--- src/hdl/audio_rx_consts.svh ---
`ifndef AUDIO_RX_CONSTS_SVH
`define AUDIO_RX_CONSTS_SVH

// Status and control register
`define RX_SCR_RESET       16'h0004
`define RX_SCR_WR_MASK     16'hfff0
`define RX_AF_BIT          0
`define RX_FULL_BIT        1
`define RX_EMPTY_BIT       2
`define RX_OVF_BIT         3
`define RX_SA_LSB          4
`define RX_DSA_LSB         8
`define RX_FWL_LSB         12

// Receive FIFO and frame geometry
`define RX_FIFO_DEPTH      16
`define RX_FIFO_AW         4
`define RX_WORD_BITS       16
`define RX_SLOT_MAX        4
`define RX_BIT_LAST        4'h0f
`define RX_DMA_REQ_SLOTS   2

`endif

--- src/hdl/audio_rx_pkg.sv ---
package audio_rx_pkg;

	typedef logic [15:0] rx_word_t;

	// Status and control register layout, msb first
	typedef struct packed {
		logic [3:0] rx_fifo_warn_level;
		logic [3:0] rx_dma_slot_assign;
		logic [3:0] rx_slot_assign;
		logic       rx_overflow_flag;
		logic       rx_fifo_empty_flag;
		logic       rx_fifo_full_flag;
		logic       rx_almost_full_flag;
	} rx_scr_t;

	// Serial link pins after synchronisation
	typedef struct packed {
		logic bit_clk;
		logic frame_sync;
		logic data;
	} rx_link_t;

	typedef enum logic {
		frame_idle,
		frame_run
	} rx_frame_state_t;

endpackage

--- src/hdl/rx_two_entry_buffer.sv ---
`timescale 1ns/1ps
`default_nettype none

module rx_two_entry_buffer (
	// Clock and reset
	input  wire logic                   clk_sys,
	input  wire logic                   rstn,
	// Filling side
	input  wire logic                   in_valid,
	output logic                        in_ready,
	input  wire audio_rx_pkg::rx_word_t in_data,
	// Draining side
	output logic                        out_valid,
	input  wire logic                   out_ready,
	output audio_rx_pkg::rx_word_t      out_data
);
	import audio_rx_pkg::*;

	rx_word_t head_r;
	rx_word_t tail_r;
	logic     head_v_r;
	logic     tail_v_r;
	logic     push;
	logic     pop;

	assign in_ready  = ~tail_v_r;
	assign out_valid = head_v_r;
	assign out_data  = head_r;
	assign push      = in_valid & ~tail_v_r;
	assign pop       = head_v_r & out_ready;

	// Head is the output register; tail only fills while head stalls
	always_ff @(posedge clk_sys or negedge rstn) begin
		if (!rstn) begin
			head_r   <= 16'h0000;
			tail_r   <= 16'h0000;
			head_v_r <= 1'b0;
			tail_v_r <= 1'b0;
		end else if (pop) begin
			if (tail_v_r) begin
				head_r   <= tail_r;
				tail_v_r <= 1'b0;
			end else if (push) begin
				head_r <= in_data;
			end else begin
				head_v_r <= 1'b0;
			end
		end else if (push) begin
			if (!head_v_r) begin
				head_r   <= in_data;
				head_v_r <= 1'b1;
			end else begin
				tail_r   <= in_data;
				tail_v_r <= 1'b1;
			end
		end
	end

endmodule

`default_nettype wire

--- src/hdl/audio_receive_path_control.sv ---
`timescale 1ns/1ps
`default_nettype none
`include "audio_rx_consts.svh"

// Overview of operation
// - Writing one clears transmit error pending
// - Overrun error interrupt only when enabled
// - Status register resets to 0004h
// - Almost full when count equals limit
// - Full: pointers equal, last access write
// - Empty: pointers equal, last access read
// - Overflow sets flag, drops word, pointer held
// - Dropped word raises no receive interrupt or DMA
// - Slot assign bit n enables slot n
// - Slot bits beyond frame length ignored
// - DMA slot routes word to slot register
// - DMA request when register full and enabled
// - DMA slot bit ignored for unassigned slot
// - Receive interrupt when count exceeds level
// - Level zero: interrupt on any entry
// - Receive interrupt needs its enable bit
// - Master DMA field serves slots 0 and 1
module audio_receive_path_control (
	// Clock and reset
	input  wire logic                   clk_sys,
	input  wire logic                   rstn,
	// Serial link pins from the codec
	input  wire logic                   link_bit_clk,
	input  wire logic                   link_frame_sync,
	input  wire logic                   link_data,
	// Frame geometry: slots per frame minus one
	input  wire logic [1:0]             frame_slots_m1,
	// Status and control register access
	input  wire logic                   scr_wr,
	input  wire logic [15:0]            scr_wdata,
	output logic [15:0]                 scr_rdata,
	// Receive data port
	output logic                        rx_data_valid,
	input  wire logic                   rx_data_ready,
	output audio_rx_pkg::rx_word_t      rx_data,
	// Per-slot DMA data registers
	input  wire logic [3:0]             dma_rd,
	output audio_rx_pkg::rx_word_t      dma_data [4],
	output logic [3:0]                  dma_full,
	// DMA request control
	input  wire logic [3:0]             rx_master_dma_field,
	output logic [1:0]                  dma_req,
	// Interrupt control bits
	input  wire logic                   rx_irq_enable,
	input  wire logic                   rx_error_irq_enable,
	input  wire logic                   rx_error_irq_clear,
	input  wire logic                   tx_error_event,
	input  wire logic                   tx_error_irq_clear,
	output logic                        rx_irq,
	output logic                        rx_error_irq,
	output logic                        tx_error_pending
);
	import audio_rx_pkg::*;

	////////////////////////////////////////////////////////////////////////////
	// Link synchronisers and edge detection
	rx_link_t        link_meta_r;
	rx_link_t        link_sync_r;
	logic            bit_clk_prev_r;
	logic            bit_clk_rise;

	always_ff @(posedge clk_sys or negedge rstn) begin
		if (!rstn) begin
			link_meta_r    <= '0;
			link_sync_r    <= '0;
			bit_clk_prev_r <= 1'b0;
		end else begin
			link_meta_r    <= '{link_bit_clk, link_frame_sync, link_data};
			link_sync_r    <= link_meta_r;
			bit_clk_prev_r <= link_sync_r.bit_clk;
		end
	end

	assign bit_clk_rise = link_sync_r.bit_clk & ~bit_clk_prev_r;

	rx_scr_t         scr_ctl_r;
	logic            overflow_r;
	logic            rx_error_pending_r;
	logic            tx_error_pending_r;

	////////////////////////////////////////////////////////////////////////////
	// Receive shift register and slot tracking
	rx_frame_state_t frame_state_r;
	logic [3:0]      bit_cnt_r;
	logic [1:0]      slot_r;
	rx_word_t        rx_shift_register_r;
	rx_word_t        shift_nxt;
	logic            word_done;
	logic            slot_active;
	logic            slot_to_dma;

	assign shift_nxt = {rx_shift_register_r[14:0], link_sync_r.data};
	assign word_done = bit_clk_rise & (bit_cnt_r == `RX_BIT_LAST)
		& ((frame_state_r == frame_run) | link_sync_r.frame_sync);
	// Slots past the frame end never count as assigned
	assign slot_active = scr_ctl_r.rx_slot_assign[slot_r]
		& (slot_r <= frame_slots_m1);
	// An unassigned slot cannot be steered to DMA
	assign slot_to_dma = slot_active & scr_ctl_r.rx_dma_slot_assign[slot_r];

	always_ff @(posedge clk_sys or negedge rstn) begin
		if (!rstn) begin
			frame_state_r       <= frame_idle;
			bit_cnt_r           <= 4'h0;
			slot_r              <= 2'b00;
			rx_shift_register_r <= 16'h0000;
		end else if (bit_clk_rise) begin
			case (frame_state_r)
				frame_idle: begin
					if (link_sync_r.frame_sync) begin
						frame_state_r       <= frame_run;
						bit_cnt_r           <= 4'h1;
						slot_r              <= 2'b00;
						rx_shift_register_r <= shift_nxt;
					end
				end
				frame_run: begin
					rx_shift_register_r <= shift_nxt;
					if (link_sync_r.frame_sync) begin
						bit_cnt_r <= 4'h1;
						slot_r    <= 2'b00;
					end else begin
						bit_cnt_r <= bit_cnt_r + 4'h1;
						if (bit_cnt_r == `RX_BIT_LAST) begin
							if (slot_r == frame_slots_m1) begin
								frame_state_r <= frame_idle;
							end
							slot_r <= slot_r + 2'b01;
						end
					end
				end
				default: frame_state_r <= frame_idle;
			endcase
		end
	end

	////////////////////////////////////////////////////////////////////////////
	// Receive FIFO
	rx_word_t        fifo_mem [`RX_FIFO_DEPTH];
	logic [3:0]      rx_fifo_write_ptr_r;
	logic [3:0]      rx_fifo_read_ptr_r;
	logic            last_was_write_r;
	logic            fifo_full;
	logic            fifo_empty;
	logic [4:0]      fifo_count;
	logic            fifo_push;
	logic            fifo_pop;
	logic            fifo_drop;
	logic            buf_in_ready;

	assign fifo_full  = (rx_fifo_write_ptr_r == rx_fifo_read_ptr_r)
		& last_was_write_r;
	assign fifo_empty = (rx_fifo_write_ptr_r == rx_fifo_read_ptr_r)
		& ~last_was_write_r;
	assign fifo_count = fifo_full ? 5'h10 : {1'b0, rx_fifo_write_ptr_r - rx_fifo_read_ptr_r};
	assign fifo_push  = word_done & slot_active & ~slot_to_dma & ~fifo_full;
	assign fifo_drop  = word_done & slot_active & ~slot_to_dma & fifo_full;
	assign fifo_pop   = ~fifo_empty & buf_in_ready;

	// Pointer held on a dropped word
	always_ff @(posedge clk_sys or negedge rstn) begin
		if (!rstn) begin
			rx_fifo_write_ptr_r <= 4'h0;
		end else if (fifo_push) begin
			rx_fifo_write_ptr_r <= rx_fifo_write_ptr_r + 4'h1;
		end
	end

	always_ff @(posedge clk_sys) begin
		if (fifo_push) begin
			fifo_mem[rx_fifo_write_ptr_r] <= shift_nxt;
		end
	end

	always_ff @(posedge clk_sys or negedge rstn) begin
		if (!rstn) begin
			rx_fifo_read_ptr_r <= 4'h0;
		end else if (fifo_pop) begin
			rx_fifo_read_ptr_r <= rx_fifo_read_ptr_r + 4'h1;
		end
	end

	// Simultaneous push and pop keeps the pointer gap, so the flag stays
	always_ff @(posedge clk_sys or negedge rstn) begin
		if (!rstn) begin
			last_was_write_r <= 1'b0;
		end else if (fifo_push & ~fifo_pop) begin
			last_was_write_r <= 1'b1;
		end else if (fifo_pop & ~fifo_push) begin
			last_was_write_r <= 1'b0;
		end
	end

	// Two entries between FIFO and reader so a stalled reader loses nothing
	rx_two_entry_buffer u_out_buf (
		.clk_sys   (clk_sys),
		.rstn      (rstn),
		.in_valid  (~fifo_empty),
		.in_ready  (buf_in_ready),
		.in_data   (fifo_mem[rx_fifo_read_ptr_r]),
		.out_valid (rx_data_valid),
		.out_ready (rx_data_ready),
		.out_data  (rx_data)
	);

	////////////////////////////////////////////////////////////////////////////
	// Per-slot DMA data registers
	rx_word_t        dma_data_r [4];
	logic [3:0]      dma_full_r;
	logic [1:0]      dma_req_r;

	always_ff @(posedge clk_sys or negedge rstn) begin
		if (!rstn) begin
			for (int i = 0; i < `RX_SLOT_MAX; i++) begin
				dma_data_r[i] <= 16'h0000;
			end
			dma_full_r <= 4'h0;
		end else begin
			for (int i = 0; i < `RX_SLOT_MAX; i++) begin
				// A new word wins over a read in the same cycle
				if (word_done & slot_to_dma & (slot_r == i[1:0])) begin
					dma_data_r[i] <= shift_nxt;
					dma_full_r[i] <= 1'b1;
				end else if (dma_rd[i]) begin
					dma_full_r[i] <= 1'b0;
				end
			end
		end
	end

	// Only the two low slots can request; upper field bits unsupported
	always_ff @(posedge clk_sys or negedge rstn) begin
		if (!rstn) begin
			dma_req_r <= 2'b00;
		end else begin
			dma_req_r <= dma_full_r[1:0] & rx_master_dma_field[1:0];
		end
	end

	assign dma_data = dma_data_r;
	assign dma_full = dma_full_r;
	assign dma_req  = dma_req_r;

	////////////////////////////////////////////////////////////////////////////
	// Status and control register
	// Flag bits are never taken from the write data
	always_ff @(posedge clk_sys or negedge rstn) begin
		if (!rstn) begin
			scr_ctl_r <= `RX_SCR_RESET & `RX_SCR_WR_MASK;
		end else if (scr_wr) begin
			scr_ctl_r <= scr_wdata & `RX_SCR_WR_MASK;
		end
	end

	// Overflow is sticky until the error clear; a new overrun wins
	always_ff @(posedge clk_sys or negedge rstn) begin
		if (!rstn) begin
			overflow_r <= 1'b0;
		end else if (fifo_drop) begin
			overflow_r <= 1'b1;
		end else if (rx_error_irq_clear) begin
			overflow_r <= 1'b0;
		end
	end

	logic [15:0]     scr_rdata_r;
	rx_scr_t         scr_view;

	always_comb begin
		scr_view                     = scr_ctl_r;
		scr_view.rx_almost_full_flag = (fifo_count
			== {1'b0, scr_ctl_r.rx_fifo_warn_level});
		scr_view.rx_fifo_full_flag   = fifo_full;
		scr_view.rx_fifo_empty_flag  = fifo_empty;
		scr_view.rx_overflow_flag    = overflow_r;
	end

	always_ff @(posedge clk_sys or negedge rstn) begin
		if (!rstn) begin
			scr_rdata_r <= `RX_SCR_RESET;
		end else begin
			scr_rdata_r <= scr_view;
		end
	end

	assign scr_rdata = scr_rdata_r;

	////////////////////////////////////////////////////////////////////////////
	// Interrupts
	logic            rx_irq_r;

	// Level from the fill count; a dropped word never changes the count
	always_ff @(posedge clk_sys or negedge rstn) begin
		if (!rstn) begin
			rx_irq_r <= 1'b0;
		end else begin
			rx_irq_r <= rx_irq_enable
				& (fifo_count > {1'b0, scr_ctl_r.rx_fifo_warn_level});
		end
	end

	always_ff @(posedge clk_sys or negedge rstn) begin
		if (!rstn) begin
			rx_error_pending_r <= 1'b0;
		end else if (fifo_drop & rx_error_irq_enable) begin
			rx_error_pending_r <= 1'b1;
		end else if (rx_error_irq_clear) begin
			rx_error_pending_r <= 1'b0;
		end
	end

	// Clear input at zero leaves the flag alone; an event wins over a clear
	always_ff @(posedge clk_sys or negedge rstn) begin
		if (!rstn) begin
			tx_error_pending_r <= 1'b0;
		end else if (tx_error_event) begin
			tx_error_pending_r <= 1'b1;
		end else if (tx_error_irq_clear) begin
			tx_error_pending_r <= 1'b0;
		end
	end

	assign rx_irq           = rx_irq_r;
	assign rx_error_irq     = rx_error_pending_r;
	assign tx_error_pending = tx_error_pending_r;

endmodule

`default_nettype wire

--- config.mk ---
export PLATFORM = sky130hd
export DESIGN_NAME = audio_receive_path_control
export DESIGN_NICKNAME = d
export VERILOG_FILES = /design/src/hdl/audio_rx_pkg.sv /design/src/hdl/rx_two_entry_buffer.sv /design/src/hdl/audio_receive_path_control.sv
export VERILOG_INCLUDE_DIRS = /design/src /design/src/hdl
export SDC_FILE = /design/constraint.sdc
export NUM_CORES = 1
export LEC_CHECK = 0
export BUFFER_PORTS_ARGS = -buffer_cell sky130_fd_sc_hd__clkbuf_2
export CORE_ASPECT_RATIO = 1.4
export CORE_UTILIZATION = 31
export CTS_CLUSTER_SIZE = 24
export DETAILED_ROUTE_END_ITERATION = 6
export GPL_TIMING_DRIVEN = 1
export PLACE_DENSITY_LB_ADDON = 0.2
export SLEW_MARGIN = 20
export SYNTH_ARGS = -nofsm -noshare
export SYNTH_HDL_FRONTEND = slang
export SYNTH_SLANG_ARGS = --single-unit
--- constraint.sdc ---
create_clock -name clk_sys -period 9.74 [get_ports clk_sys]
set_input_delay 1.948 -clock clk_sys [delete_from_list [all_inputs] [get_ports clk_sys]]
set_output_delay 1.948 -clock clk_sys [all_outputs]
set_load 0.05 [all_outputs]
# [Word-level counts from Yosys, hierarchy flattened]
# Memory sizes are Yosys's and may differ from the RTL's.
# Index checks and enable logic that the tools add are counted.
[word_totals] regBits=174 mem_bits_rw=256 n_memories=1 input_bits=38
[op_classes] mux=48 n_reduce_logical=18 addsub=5 eq_ne=12 n_bitwise=34 order_cmp=3
[memory_table] memory="fifo_mem" depth=16 width=16 read_ports=1 rd_clocked_by_memory_dff=0 write_ports=1 line="audio_receive_path_control.sv:144" text="rx_word_t fifo_mem [`RX_FIFO_DEPTH];"
[op_table] operator="2-to-1 mux 16 bit" n=5
[op_table] operator="2-to-1 mux 1 bit" n=30
[op_table] operator="one-hot mux 15 bit (2 select lines)" n=1
[op_table] operator="AND 1 bit" n=22
[op_table] operator="nonzero test 2 bit" n=11
[op_table] operator="2-to-1 mux 15 bit" n=1
[op_table] operator="adder 4 x 1 -> 4 bit, second input constant" n=3
[op_table] operator="AND reduction 3 bit" n=4
[op_table] operator="inverter 1 bit" n=10
[op_table] operator="2-to-1 mux 4 bit" n=2
[op_table] operator="inequality test 2 bit, second input constant" n=4
[op_table] operator="one-hot mux 4 bit (2 select lines)" n=1
[op_table] operator="2-to-1 mux 2 bit" n=3
[op_table] operator="equality test 5 x 4 -> 1 bit" n=1
[op_table] operator="greater-than comparator 5 x 4 -> 1 bit" n=1
[op_table] operator="2-to-1 mux 5 bit" n=1
[op_table] operator="binary-select mux 1 bit (select 2 bit)" n=2
[op_table] operator="equality test 2 bit, second input constant" n=2
[op_table] operator="equality test 4 bit" n=1
[op_table] operator="equality test 4 bit, second input constant" n=1
[op_table] operator="one-hot mux 2 bit (2 select lines)" n=1
[op_table] operator="AND reduction 2 bit" n=2
[op_table] operator="subtractor 4 bit" n=1
[op_table] operator="< comparator 2 x 3 -> 1 bit, second input constant" n=1
[op_table] operator="other kinds (9)" n=9

# [Longest topological paths before layout]
# Gate-level depths: netlist of the first run.
[logic_depth] ltp_word=11 mapped_depth=15 ltp_nobuf=13

# [By module]
# Synthesis of the first run repeated with hierarchy kept, for this count alone.
[hier_totals] cells_unflattened=926 hier_area_um2=17001.3
[by_module_without_submodules] module="audio_receive_path_control" instances=1 seq_area_each_um2=11192.0 area_each_um2=15317.2 cells_each=770
[by_module_without_submodules] module="rx_two_entry_buffer" instances=1 seq_area_each_um2=850.8 area_each_um2=1684.1 cells_each=156

# [Worst setup path before layout of the first run]
# No wires, ideal clock.
[synth_timing] kind="in2reg" from="in frame_slots_m1[1]" to="mem fifo_mem[3][0] (netlist name) (enable)" arrival_time_ps=4278 setup_time_ps=409 n_path_buf=0 stages=7 required_ps=9331 setup_slack_ps=5052 path_cell_list="inv_1 > ha_1 > and2b_1 > a2bb2oi_1 > nor4_4 > nand3_1 > nor3_1"
[synth_between] elab_chain_len=8 word_cells_on_any_way=9
[synth_lines] element="start: declaration" line="audio_receive_path_control.sv:32" text="input wire logic [1:0] frame_slots_m1,"
[synth_lines] element="less-or-equal comparator 2 bit (*)" line="audio_receive_path_control.sv:102" text="& (slot_r <= frame_slots_m1);"
[synth_lines] element="AND 1 bit (*)" line="audio_receive_path_control.sv:102"
[synth_lines] element="AND 1 bit" line="audio_receive_path_control.sv:104" text="assign slot_to_dma = slot_active & scr_ctl_r.rx_dma_slot_assign[slot_r];"
[synth_lines] element="inverter 1 bit" line="audio_receive_path_control.sv:161" text="assign fifo_push = word_done & slot_active & ~slot_to_dma & ~fifo_full;"
[synth_lines] element="AND 1 bit (*) (2 in series)" line="audio_receive_path_control.sv:161"
[synth_lines] element="2-to-1 mux 1 bit (*)" line="audio_receive_path_control.sv:175" text="if (fifo_push) begin"
[synth_lines] element="2-to-1 mux 1 bit (implied by the code) (*)" line="audio_receive_path_control.sv:176" text="fifo_mem[rx_fifo_write_ptr_r] <= shift_nxt;"
[synth_lines] element="end: declaration" line="audio_receive_path_control.sv:144"
# Every way passes the cells marked *; elsewhere a longest branch is shown, timed or not.

# [Final worst setup path of the first run]
[layout_timing] from="in frame_slots_m1[1]" to="mem fifo_mem[14][11] (netlist name) (enable)"
# The elaborated chain is that of the path after synthesis.

==> results of run 1 <==
[through the flow]
stage	utilization (%)	power (W)	worst slack, ns	cells
global route	36.5	0.00615	5.21	2040
detailed placement	33.8	0.00416	4.80	1957
global placement	33.8	0.00412	4.83	1957
floorplan	-	0.00366	5.05	1132
finish	36.5	0.00580	5.42	2040
CTS	36.4	0.00590	5.38	2040
[power by group through the flow]
stage / Sequential, W / Clock (W) / Combinational (W)
2_1_floorplan: 0.00254 / 0 / 0.00112
3_3_place_gp: 0.00253 / 0 / 0.00159
3_5_place_dp: 0.00255 / 0 / 0.00160
4_1_cts: 0.00251 / 0.00178 / 0.00161
5_1_grt: 0.00255 / 0.00184 / 0.00176
6_report: 0.00250 / 0.00172 / 0.00158
[worst reg2reg max path: cells and delay by family (launching register included)]
kind	cells	cell delay, ns
fa+ha+maj	1	0.52
buf+inv	2	0.97
simple gates	5	1.71
flops	1	0.32
[worst paths after layout]
check / from / to / depth (start not counted)
worst max-delay path: frame_slots_m1[1] / fifo_mem[14][11] / 8
worst min-delay path: link_meta_r[2] / link_sync_r[2] / 0
worst max register to register: rx_fifo_read_ptr_r[2] / fifo_mem[14][11] / 8
worst min register to register: link_meta_r[2] / link_sync_r[2] / 0
max in group asynchronous: rstn / rx_fifo_read_ptr_r[0] / 2
min in group asynchronous: rstn / scr_rdata[4] / 1
[routing by layer]
layer / routed length [um] / vias to the layer above / track usage [%]
met5: 0 / - / 0
met4: 649 / 0 / 3.67
met2: 20000 / 177 / 24.2
met3: 1460 / 41 / 2.21
met1: 17200 / 4911 / 17.8
li1: - / 4497 / -
[state kept, by name (all words and copies together) (netlist names), 2 cells and up]
signal	flops
slot_r	2
rx_fifo_write_ptr_r	4
link_sync_r	3
u_out_buf.out_data	16
scr_ctl_r	12
bit_cnt_r	4
rx_fifo_read_ptr_r	4
dma_data	64
rx_shift_register_r	15
dma_req	2
scr_rdata	16
dma_full	4
link_meta_r	3
fifo_mem	256
u_out_buf.tail_r	16
[cell families (layout without fill, tap and decap cells)]
| group | after synthesis | count (layout) | share of synthesized area [%] |
|---|---|---|---|
| simple gates | 286 | 286 | 7.80 |
| compound gates | 129 | 129 | 4.55 |
| buf+inv | 82 | 255 | 2.07 |
| xor+xnor | 9 | 9 | 0.490 |
| mux | 175 | 175 | 15.2 |
| fa+ha+maj | 21 | 21 | 1.53 |
| flops | 430 | 430 | 68.3 |
[synthesized netlist by cell type, types with 2 or more instances]
cell type  number  share of area [%]
edfxtp_1      256                 44
nand2_1       175                3.7
dfrtp_1       173                 25
mux2_2         91                5.8
mux4_2         64                8.2
o22ai_1        63                2.2
nand2b_1       50                1.8
clkbuf_1       38               0.81
o21ai_0        33               0.94
inv_1          22               0.47
ha_1           20                1.4
mux2i_1        19                1.1
a21o_1         18               0.77
and3_2         11               0.47
nor2_1          9               0.19
xnor2_1         8               0.40
nor2b_1         7               0.25
buf_2           6               0.17
nand3_1         6               0.17
buf_4           5               0.21
nor3_1          5               0.14
a21oi_1         4               0.11
buf_1           4              0.085
buf_6           4               0.26
nand2_2         4               0.14
nand4_1         4               0.14
and4_2          3               0.17
o21a_1          3               0.13
a22o_1          2              0.099
and2_1          2              0.071
nand3b_1        2              0.085
nor4_4          2               0.24
or3_1           2              0.071
[area by class of cell]
class / instances / area share (%)
clock buffers: 59 / 6.00
repair buffers: 148 / 3.78
well taps: 735 / 4.48
multi-input cells: 620 / 25.5
inverters: 24 / 0.439
clock inverters: 24 / 1.13
flip-flops and latches: 430 / 58.7
==> summary.md, run 1 <==
| Metric | Value |
|---|---|
| Seq pwr share | `43.1%` |
| Die area | `0.0578 sq mm` |
| Mapped cell area | `0.0176 sq mm` |
| Slowest CP cell | `and4_2` |
| Worst VDD drop | `138 uV` |
| Commonest cells after routing, fill and taps aside | `edfxtp_1, nand2_1, dfrtp_1` |
| Count of routing violations after the opening detailed-route iteration | `439` |
| Fraction of layout cells with a size suffix above 1 | `30.5%` |
| Final setup vio count | `0` |
| Tightest Hold Check Type | `reg -> reg` |
| Post-route DRC | `0` |
| Reg-to-reg slack, setup | `5.83 ns` |
| First-pass GRT wire length | `61.5 mm` |
| Ys flop type | `edfxtp_1` |
| CTS resizes | `0` |
| Endpoints failing hold | `0` |
| Delay of the slowest critical-path stage | `0.70 ns` |
| Num CTS Buffers | `45` |
| RSZ-0062 raised after global routing | `false` |
| #FFs+latches synth | `430` |
| Area of the multi-input gates | `0.00524 sq mm` |
| PwrDens | `282 mW/mm^2` |
| Setup TNS | `0 ns` |
| Final period utilization | `44.4%` |
| Final Max Slew Viols | `0` |
| Initial core utilization | `31.3%` |
| Nets | `1328` |
| Fmax | `231 MHz` |
| Setup Buffers After CTS | `0` |
| Internal power | `0.00385 W` |
| Area after DPL | `0.0191 sq mm` |
| Total net switching power | `0.00195 W` |
| Clock latency on the worst-skew pair | `0.55 ns` |
| Largest fanout on the critical path | `16` |
| Status | `complete, no violations` |
| FFs w/ async S/R, synth | `40.5%` |
| Clock Sink Count | `430` |
| Netlist cell types | `50` |
| Final antenna-violating net count | `0` |
| CP arrival | `4.51 ns` |
| Largest net degree at the start of global routing | `114` |
| Post-DR vias/cell | `4.72` |
| Post-synthesis sequential area ratio | `68.3%` |
| Mapped Cells | `1132` |
| Kind of critical path | `in -> reg` |
| Slew Limit Headroom | `31.6%` |
| CP Capture Type | `flop` |
| Clock Power Share | `29.6%` |
| Synth-to-Final Area Change | `16.5%` |
| Hold_ws | `0.350 ns` |
| Clock transition at path regs | `0.06 ns` |
| Number of synthesized flops with an enable pin | `256` |
| CP delay by family, top | `simple AND/OR/NAND/NOR gates` |
| Synth warn | `0` |
| Final wirelength | `39.3 mm` |
| Required @ worst endpoint | `9.93 ns` |
| DRT Pass-1 Iters | `4` |
| Die H | `284 um` |
| Sequential cell area | `0.0120 sq mm` |
| Worst slew pin tran | `1.03 ns` |
| Final min period | `4.32 ns` |
| GPL Wtd Cong | `0.699` |
| Initial antenna violation count | `0` |
| Grt total ovfl | `0` |
| Sw frac | `33.6%` |
| Clk buf depth | `3` |
| Buffers plus inverters on the worst setup path | `2` |
| Root Driver | `clkbuf_16` |
| GRT Overall Usage | `13.9%` |
| CTS tree | `done` |
| Htree depth | `2` |
| Core ar. | `0.0563 sq mm` |
| Port buffer count | `137` |
| CP Cell Sequence | `clkbuf_2 > inv_1 > ha_1 > and2b_1 > a2bb2oi_1 > nor4_4 > and2_0 > and4_2` |
| Vias in the first global route | `10092` |
| Fillers | `5418` |
| DR WL/cell | `19.3 um` |
| Gate power share | `27.3%` |
| Synthesized net count | `1191` |
| Design Area, Final | `0.0205 sq mm` |
| Die W | `204 um` |
| Post-synthesis average cell area | `15.6 sq um` |
| Commonest non-fill, non-tap cell in the layout | `edfxtp_1` |
| Dpl hpwl | `24.1 mm` |
| Max-cap viol count | `0` |
| Rows | `103` |
| Pleak | `8.28 nW` |
| # hold bufs at CTS | `0` |
| DR vias | `9626` |
| Type of origin of the critical path | `primary input` |
| Antenna diodes | `0` |
| Ports | `144` |
| Layout Skew | `0.0118 ns` |
No activity file was read; power rests on OpenSTA's default activity.
==> run 2, diff against run 1 <==
- clock period: 9.74 -> 4.3 ns (I/O delays scaled with it)
==> run 2 against run 1 <==
Cell count is 0.29% higher; sequential power is 120% higher; flip-flop and latch count stayed put; highest routed layer unchanged.
==> summary.md, run 2 (synthesis gave the netlist of run 1 again) <==
| Metric | Value |
|---|---|
| Status | `complete, no violations` |
| Synth-to-Final Area Change | `16.9%` |
| Fmax | `320 MHz` |
| Fraction of layout cells with a size suffix above 1 | `30.4%` |
| Most flop-heavy register | `fifo_mem` |
| Buffers plus inverters on the worst setup path | `1` |
| RSZ-0062 raised after global routing | `false` |
| Setup Buffers After CTS | `0` |
| CP Capture Type | `flop` |
| Core ar. | `0.0563 sq mm` |
| Slew Limit Headroom | `30.4%` |
| Worst VDD drop | `312 uV` |
| Largest fanout on the critical path | `16` |
| Final worst setup slack | `1.18 ns` |
| Final antenna-violating net count | `0` |
| Clock latency on the worst-skew pair | `0.55 ns` |
| Tightest Hold Check Type | `reg -> reg` |
| Die area | `0.0578 sq mm` |
| Vias in the first global route | `10450` |
| Root Driver | `clkbuf_16` |
| Port buffer count | `137` |
| First-pass GRT wire length | `61.7 mm` |
| Pre-CTS WS | `0.770 ns` |
| Rows | `103` |
| Delay of the slowest critical-path stage | `0.69 ns` |
| Final Util | `36.6%` |
| CP arrival | `3.31 ns` |
| Slowest CP cell | `mux4_1` |
| Count of routing violations after the opening detailed-route iteration | `429` |
| PwrDens | `641 mW/mm^2` |
| Final period utilization | `72.6%` |
| GRT Overall Usage | `13.9%` |
| Initial core utilization | `31.3%` |
| Nets | `1333` |
| CP Cell Sequence | `mux4_1 > nor4_4 > and2_0 > buf_4 > and4_2` |
| Die W | `204 um` |
| Num CTS Buffers | `45` |
| Dpl hpwl | `24.4 mm` |
| Worst slew pin tran | `1.04 ns` |
| Pleak | `8.33 nW` |
| DR WL/cell | `19.1 um` |
| Htree depth | `2` |
| Reg2reg start | `slot_r[0]` |
| Required @ worst endpoint | `4.48 ns` |
| Max-cap viol count | `0` |
| Placed cells | `1962` |
| GPL Wtd Cong | `0.709` |
| Endpoints failing hold | `0` |
| DR vias | `9797` |
| Final setup vio count | `0` |
| CP delay by family, top | `simple AND/OR/NAND/NOR gates` |
| CTS resizes | `0` |
| Clock Sink Count | `430` |
| DRT Pass-1 Iters | `5` |
| Antenna diodes | `0` |
| Clk buf depth | `3` |
| Largest net degree at the start of global routing | `97` |
| Die H | `284 um` |
| Clock transition at path regs | `0.06 ns` |
| # hold bufs at CTS | `0` |
| Setup TNS | `0 ns` |
| Worst setup startpoint | `slot_r[0]` |
| Non-filler cells, final | `2046` |
| Final wirelength | `39.1 mm` |
| Post-route DRC | `0` |
| Commonest non-fill, non-tap cell in the layout | `edfxtp_1` |
| Initial antenna violation count | `0` |
| CTS tree | `done` |
| Hold path start | `link_meta_r[0]` |
| Post-DR vias/cell | `4.79` |
| Layout Skew | `0.0121 ns` |
| Commonest cells after routing, fill and taps aside | `edfxtp_1, nand2_1, dfrtp_1` |
| Largest register FFs | `256` |
| Final min period | `3.12 ns` |
| Grt total ovfl | `0` |
| Ports | `144` |
| Final Max Slew Viols | `0` |
| Kind of critical path | `reg -> reg` |
| Type of origin of the critical path | `flop` |
run 2: changes by cell type in the layout (fill, tap and decap cells not counted), moves of 2 or more:
| cell | delta |
|---|---|
| buf_4 | +4 |
| clkinvlp_4 | -3 |
| clkbuf_1 | +2 |
| nand2_1 | +2 |
| nand2_2 | -2 |
run 2: per-stage QoR:
stage | instance area (sq um) | total power [W] | hold WS [ns]
2_1_floorplan | 17600 | 0.00829 | 0.331
3_3_place_gp | 19100 | 0.00936 | 0.335
3_5_place_dp | 19100 | 0.00945 | 0.336
4_1_cts | 20600 | 0.0135 | 0.343
5_1_grt | 20600 | 0.0140 | 0.356
6_report | 20600 | 0.0132 | 0.343
run 2: final cells by class:
| cell class | count | area [sq um] |
|---|---|---|
| clock buffer | 61 | 1240 |
| tap | 735 | 920 |
| multi-input combinational | 620 | 5230 |
| inverter | 24 | 90.1 |
| clock inverter | 23 | 239 |
| fill | 5354 | 35700 |
| timing repair buffer | 153 | 827 |
| sequential | 430 | 12000 |
run 2: worst paths after layout:
check | end | slack (ns) | depth (start not counted)
max | fifo_mem[14][7] | 1.18 | 5
min | link_sync_r[0] | 0.34 | 0
max reg2reg | fifo_mem[14][7] | 1.18 | 5
min reg2reg | link_sync_r[0] | 0.34 | 0
max in group asynchronous | dma_data[21] | 3.07 | 2
min in group asynchronous | frame_state_r | 0.40 | 1
run 2: per-layer routing:
metal,global-route usage (%),routed length [um],up-vias
met4,3.89,731,0
met3,2.19,1510,51
met1,17.4,16800,5039
li1,-,-,4497
met5,0,0,-
met2,24.4,20100,210
run 2: report_power, final:
part	internal, W	switching, W	total [W]
Sequential	0.00498	0.000611	0.00559
Clock	0.00232	0.00160	0.00393
Combinational	0.00149	0.00220	0.00369
==> run 3, diff against run 2 <==
- clock period: 4.3 -> 2.8 ns (I/O delays scaled with it)
==> run 3 against run 2 <==
Sequential share of layout area down 1.3 points; critical path depth rose by 1; flip-flop and latch count did not move; first-iteration DRC count increased by 26%; power is 53% higher; critical path type unchanged; register-to-register slack worse by 0.97 ns; sequential power increased by 52%; worst hold slack worse by 0.23 ns; utilization increased by 0.87 points.
==> summary.md, run 3 (synthesis gave the netlist of run 1 again) <==
| Metric | Value |
|---|---|
| Dpl hpwl | `24.7 mm` |
| PwrDens | `960 mW/mm^2` |
| CP Capture Type | `flop` |
| Type of origin of the critical path | `flop` |
| Required @ worst endpoint | `3.05 ns` |
| Max-cap viol count | `0` |
| Post-route DRC | `0` |
| Antenna diodes | `0` |
| Most flop-heavy register | `fifo_mem` |
| Grt total ovfl | `0` |
| Worst VDD drop | `529 uV` |
| DR vias | `9653` |
| Largest net degree at the start of global routing | `85` |
| Synth-to-Final Area Change | `19.6%` |
| Final wirelength | `38.4 mm` |
| DRT Pass-1 Iters | `4` |
| Vias in the first global route | `10227` |
| CP arrival | `2.84 ns` |
| Pre-CTS WS | `-0.0253 ns` |
| Layout Skew | `0.0155 ns` |
| Status | `complete, no violations` |
| DR WL/cell | `18.5 um` |
| Clock Sink Count | `430` |
| Worst slew pin tran | `1.03 ns` |
| Fmax | `385 MHz` |
| Kind of critical path | `reg -> reg` |
| Die area | `0.0578 sq mm` |
| Final period utilization | `92.7%` |
| Final min period | `2.59 ns` |
| Nets | `1360` |
| Die W | `204 um` |
| Endpoints failing hold | `0` |
| Rows | `103` |
| Htree depth | `2` |
| Post-DR vias/cell | `4.67` |
| CTS tree | `done` |
| Pleak | `8.53 nW` |
| Area after DPL | `0.0196 sq mm` |
| Core ar. | `0.0563 sq mm` |
| RSZ-0062 raised after global routing | `false` |
| Slowest CP cell | `mux4_1` |
| Root Driver | `clkbuf_16` |
| Largest fanout on the critical path | `16` |
| Clock transition at path regs | `0.06 ns` |
| CP Cell Sequence | `mux4_1 > nor4_4 > and2_0 > buf_4 > and4_2 > buf_12` |
| Count of routing violations after the opening detailed-route iteration | `540` |
| Largest register FFs | `256` |
| Num CTS Buffers | `43` |
| Commonest non-fill, non-tap cell in the layout | `edfxtp_1` |
| Setup Buffers After CTS | `0` |
| Fillers | `5330` |
| Design Area, Final | `0.0211 sq mm` |
| Ports | `144` |
| Port buffer count | `137` |
| Die H | `284 um` |
| Slew Limit Headroom | `31.5%` |
| Initial antenna violation count | `0` |
| GRT Overall Usage | `13.6%` |
| Final worst setup slack | `0.205 ns` |
| Clock latency on the worst-skew pair | `0.55 ns` |
| GPL Wtd Cong | `0.721` |
| First-pass GRT wire length | `61.1 mm` |
| Final setup vio count | `0` |
| Clk buf depth | `3` |
| Final Max Slew Viols | `0` |
| Commonest cells after routing, fill and taps aside | `edfxtp_1, nand2_1, dfrtp_1` |
| Fraction of layout cells with a size suffix above 1 | `32.6%` |
| Delay of the slowest critical-path stage | `0.67 ns` |
| Initial core utilization | `31.3%` |
| Final antenna-violating net count | `0` |
| Tightest Hold Check Type | `in -> reg` |
-- run 3: area by class of cell --
| cell class | count | area [sq um] | area share, % |
|---|---|---|---|
| Sequential cell | 430 | 12000 | 57.2 |
| Multi-Input combinational cell | 620 | 5240 | 24.8 |
| Timing Repair Buffer | 182 | 1320 | 6.27 |
| Clock buffer | 48 | 1120 | 5.29 |
| Tap cell | 735 | 920 | 4.36 |
| Clock inverter | 30 | 349 | 1.66 |
| Inverter | 24 | 90.1 | 0.427 |
-- run 3: layer usage --
metal | track usage, % | up-vias | part of all wire, %
met2 | 22.9 | 167 | 50
met3 | 2.21 | 45 | 3.5
met5 | 0 | - | 0
li1 | - | 4551 | -
met4 | 4.23 | 0 | 1.8
met1 | 17.8 | 4890 | 45
-- run 3: path summary, 6_finish.rpt --
kind | start | end | slack [ns] | depth (start not counted)
min in group asynchronous | rstn | bit_clk_prev_r | 0.52 | 2
max in group asynchronous | rstn | dma_data[25] | 1.46 | 3
max | slot_r[0] | fifo_mem[14][8] | 0.21 | 6
min reg2reg | link_meta_r[0] | link_sync_r[0] | 0.35 | 0
max reg2reg | slot_r[0] | fifo_mem[14][8] | 0.21 | 6
min | link_bit_clk | link_meta_r[2] | 0.11 | 1
-- run 3: what timing repair did --
action	CTS	global route
hold buffers	1	0
resized for setup	0	1
setup endpoints to repair	0	48
endpoints found under the hold margin	45	0
-- run 3: where the power goes --
group / leakage [nW] / total, W / switching (W) / internal [W]
clock network: 0.699 / 0.00599 / 0.00246 / 0.00353
logic: 3.29 / 0.00574 / 0.00342 / 0.00232
registers: 4.54 / 0.00852 / 0.000870 / 0.00765
total: 8.53 / 0.0202 / 0.00674 / 0.0135
-- run 3: critical path: cells and delay by family, from the launching register on --
family,cells,cell delay (ns)
flops,1,0.48
simple gates,3,0.76
mux,1,0.67
buf+inv,2,0.36
-- run 3: stage by stage --
stage / hold WS (ns) / setup TNS, ns / utilization [%] / power [W] / std cells
4_1_cts: 0.0718 / 0 / 37.4 / 0.0206 / 2069
6_report: 0.111 / 0 / 37.4 / 0.0202 / 2069
3_3_place_gp: 0.336 / -0.439 / 34.8 / 0.0144 / 1990
5_1_grt: 0.0726 / 0 / 37.4 / 0.0215 / 2069
2_1_floorplan: 0.264 / 0 / - / 0.0127 / 1132
3_5_place_dp: 0.335 / -0.805 / 34.8 / 0.0145 / 1990
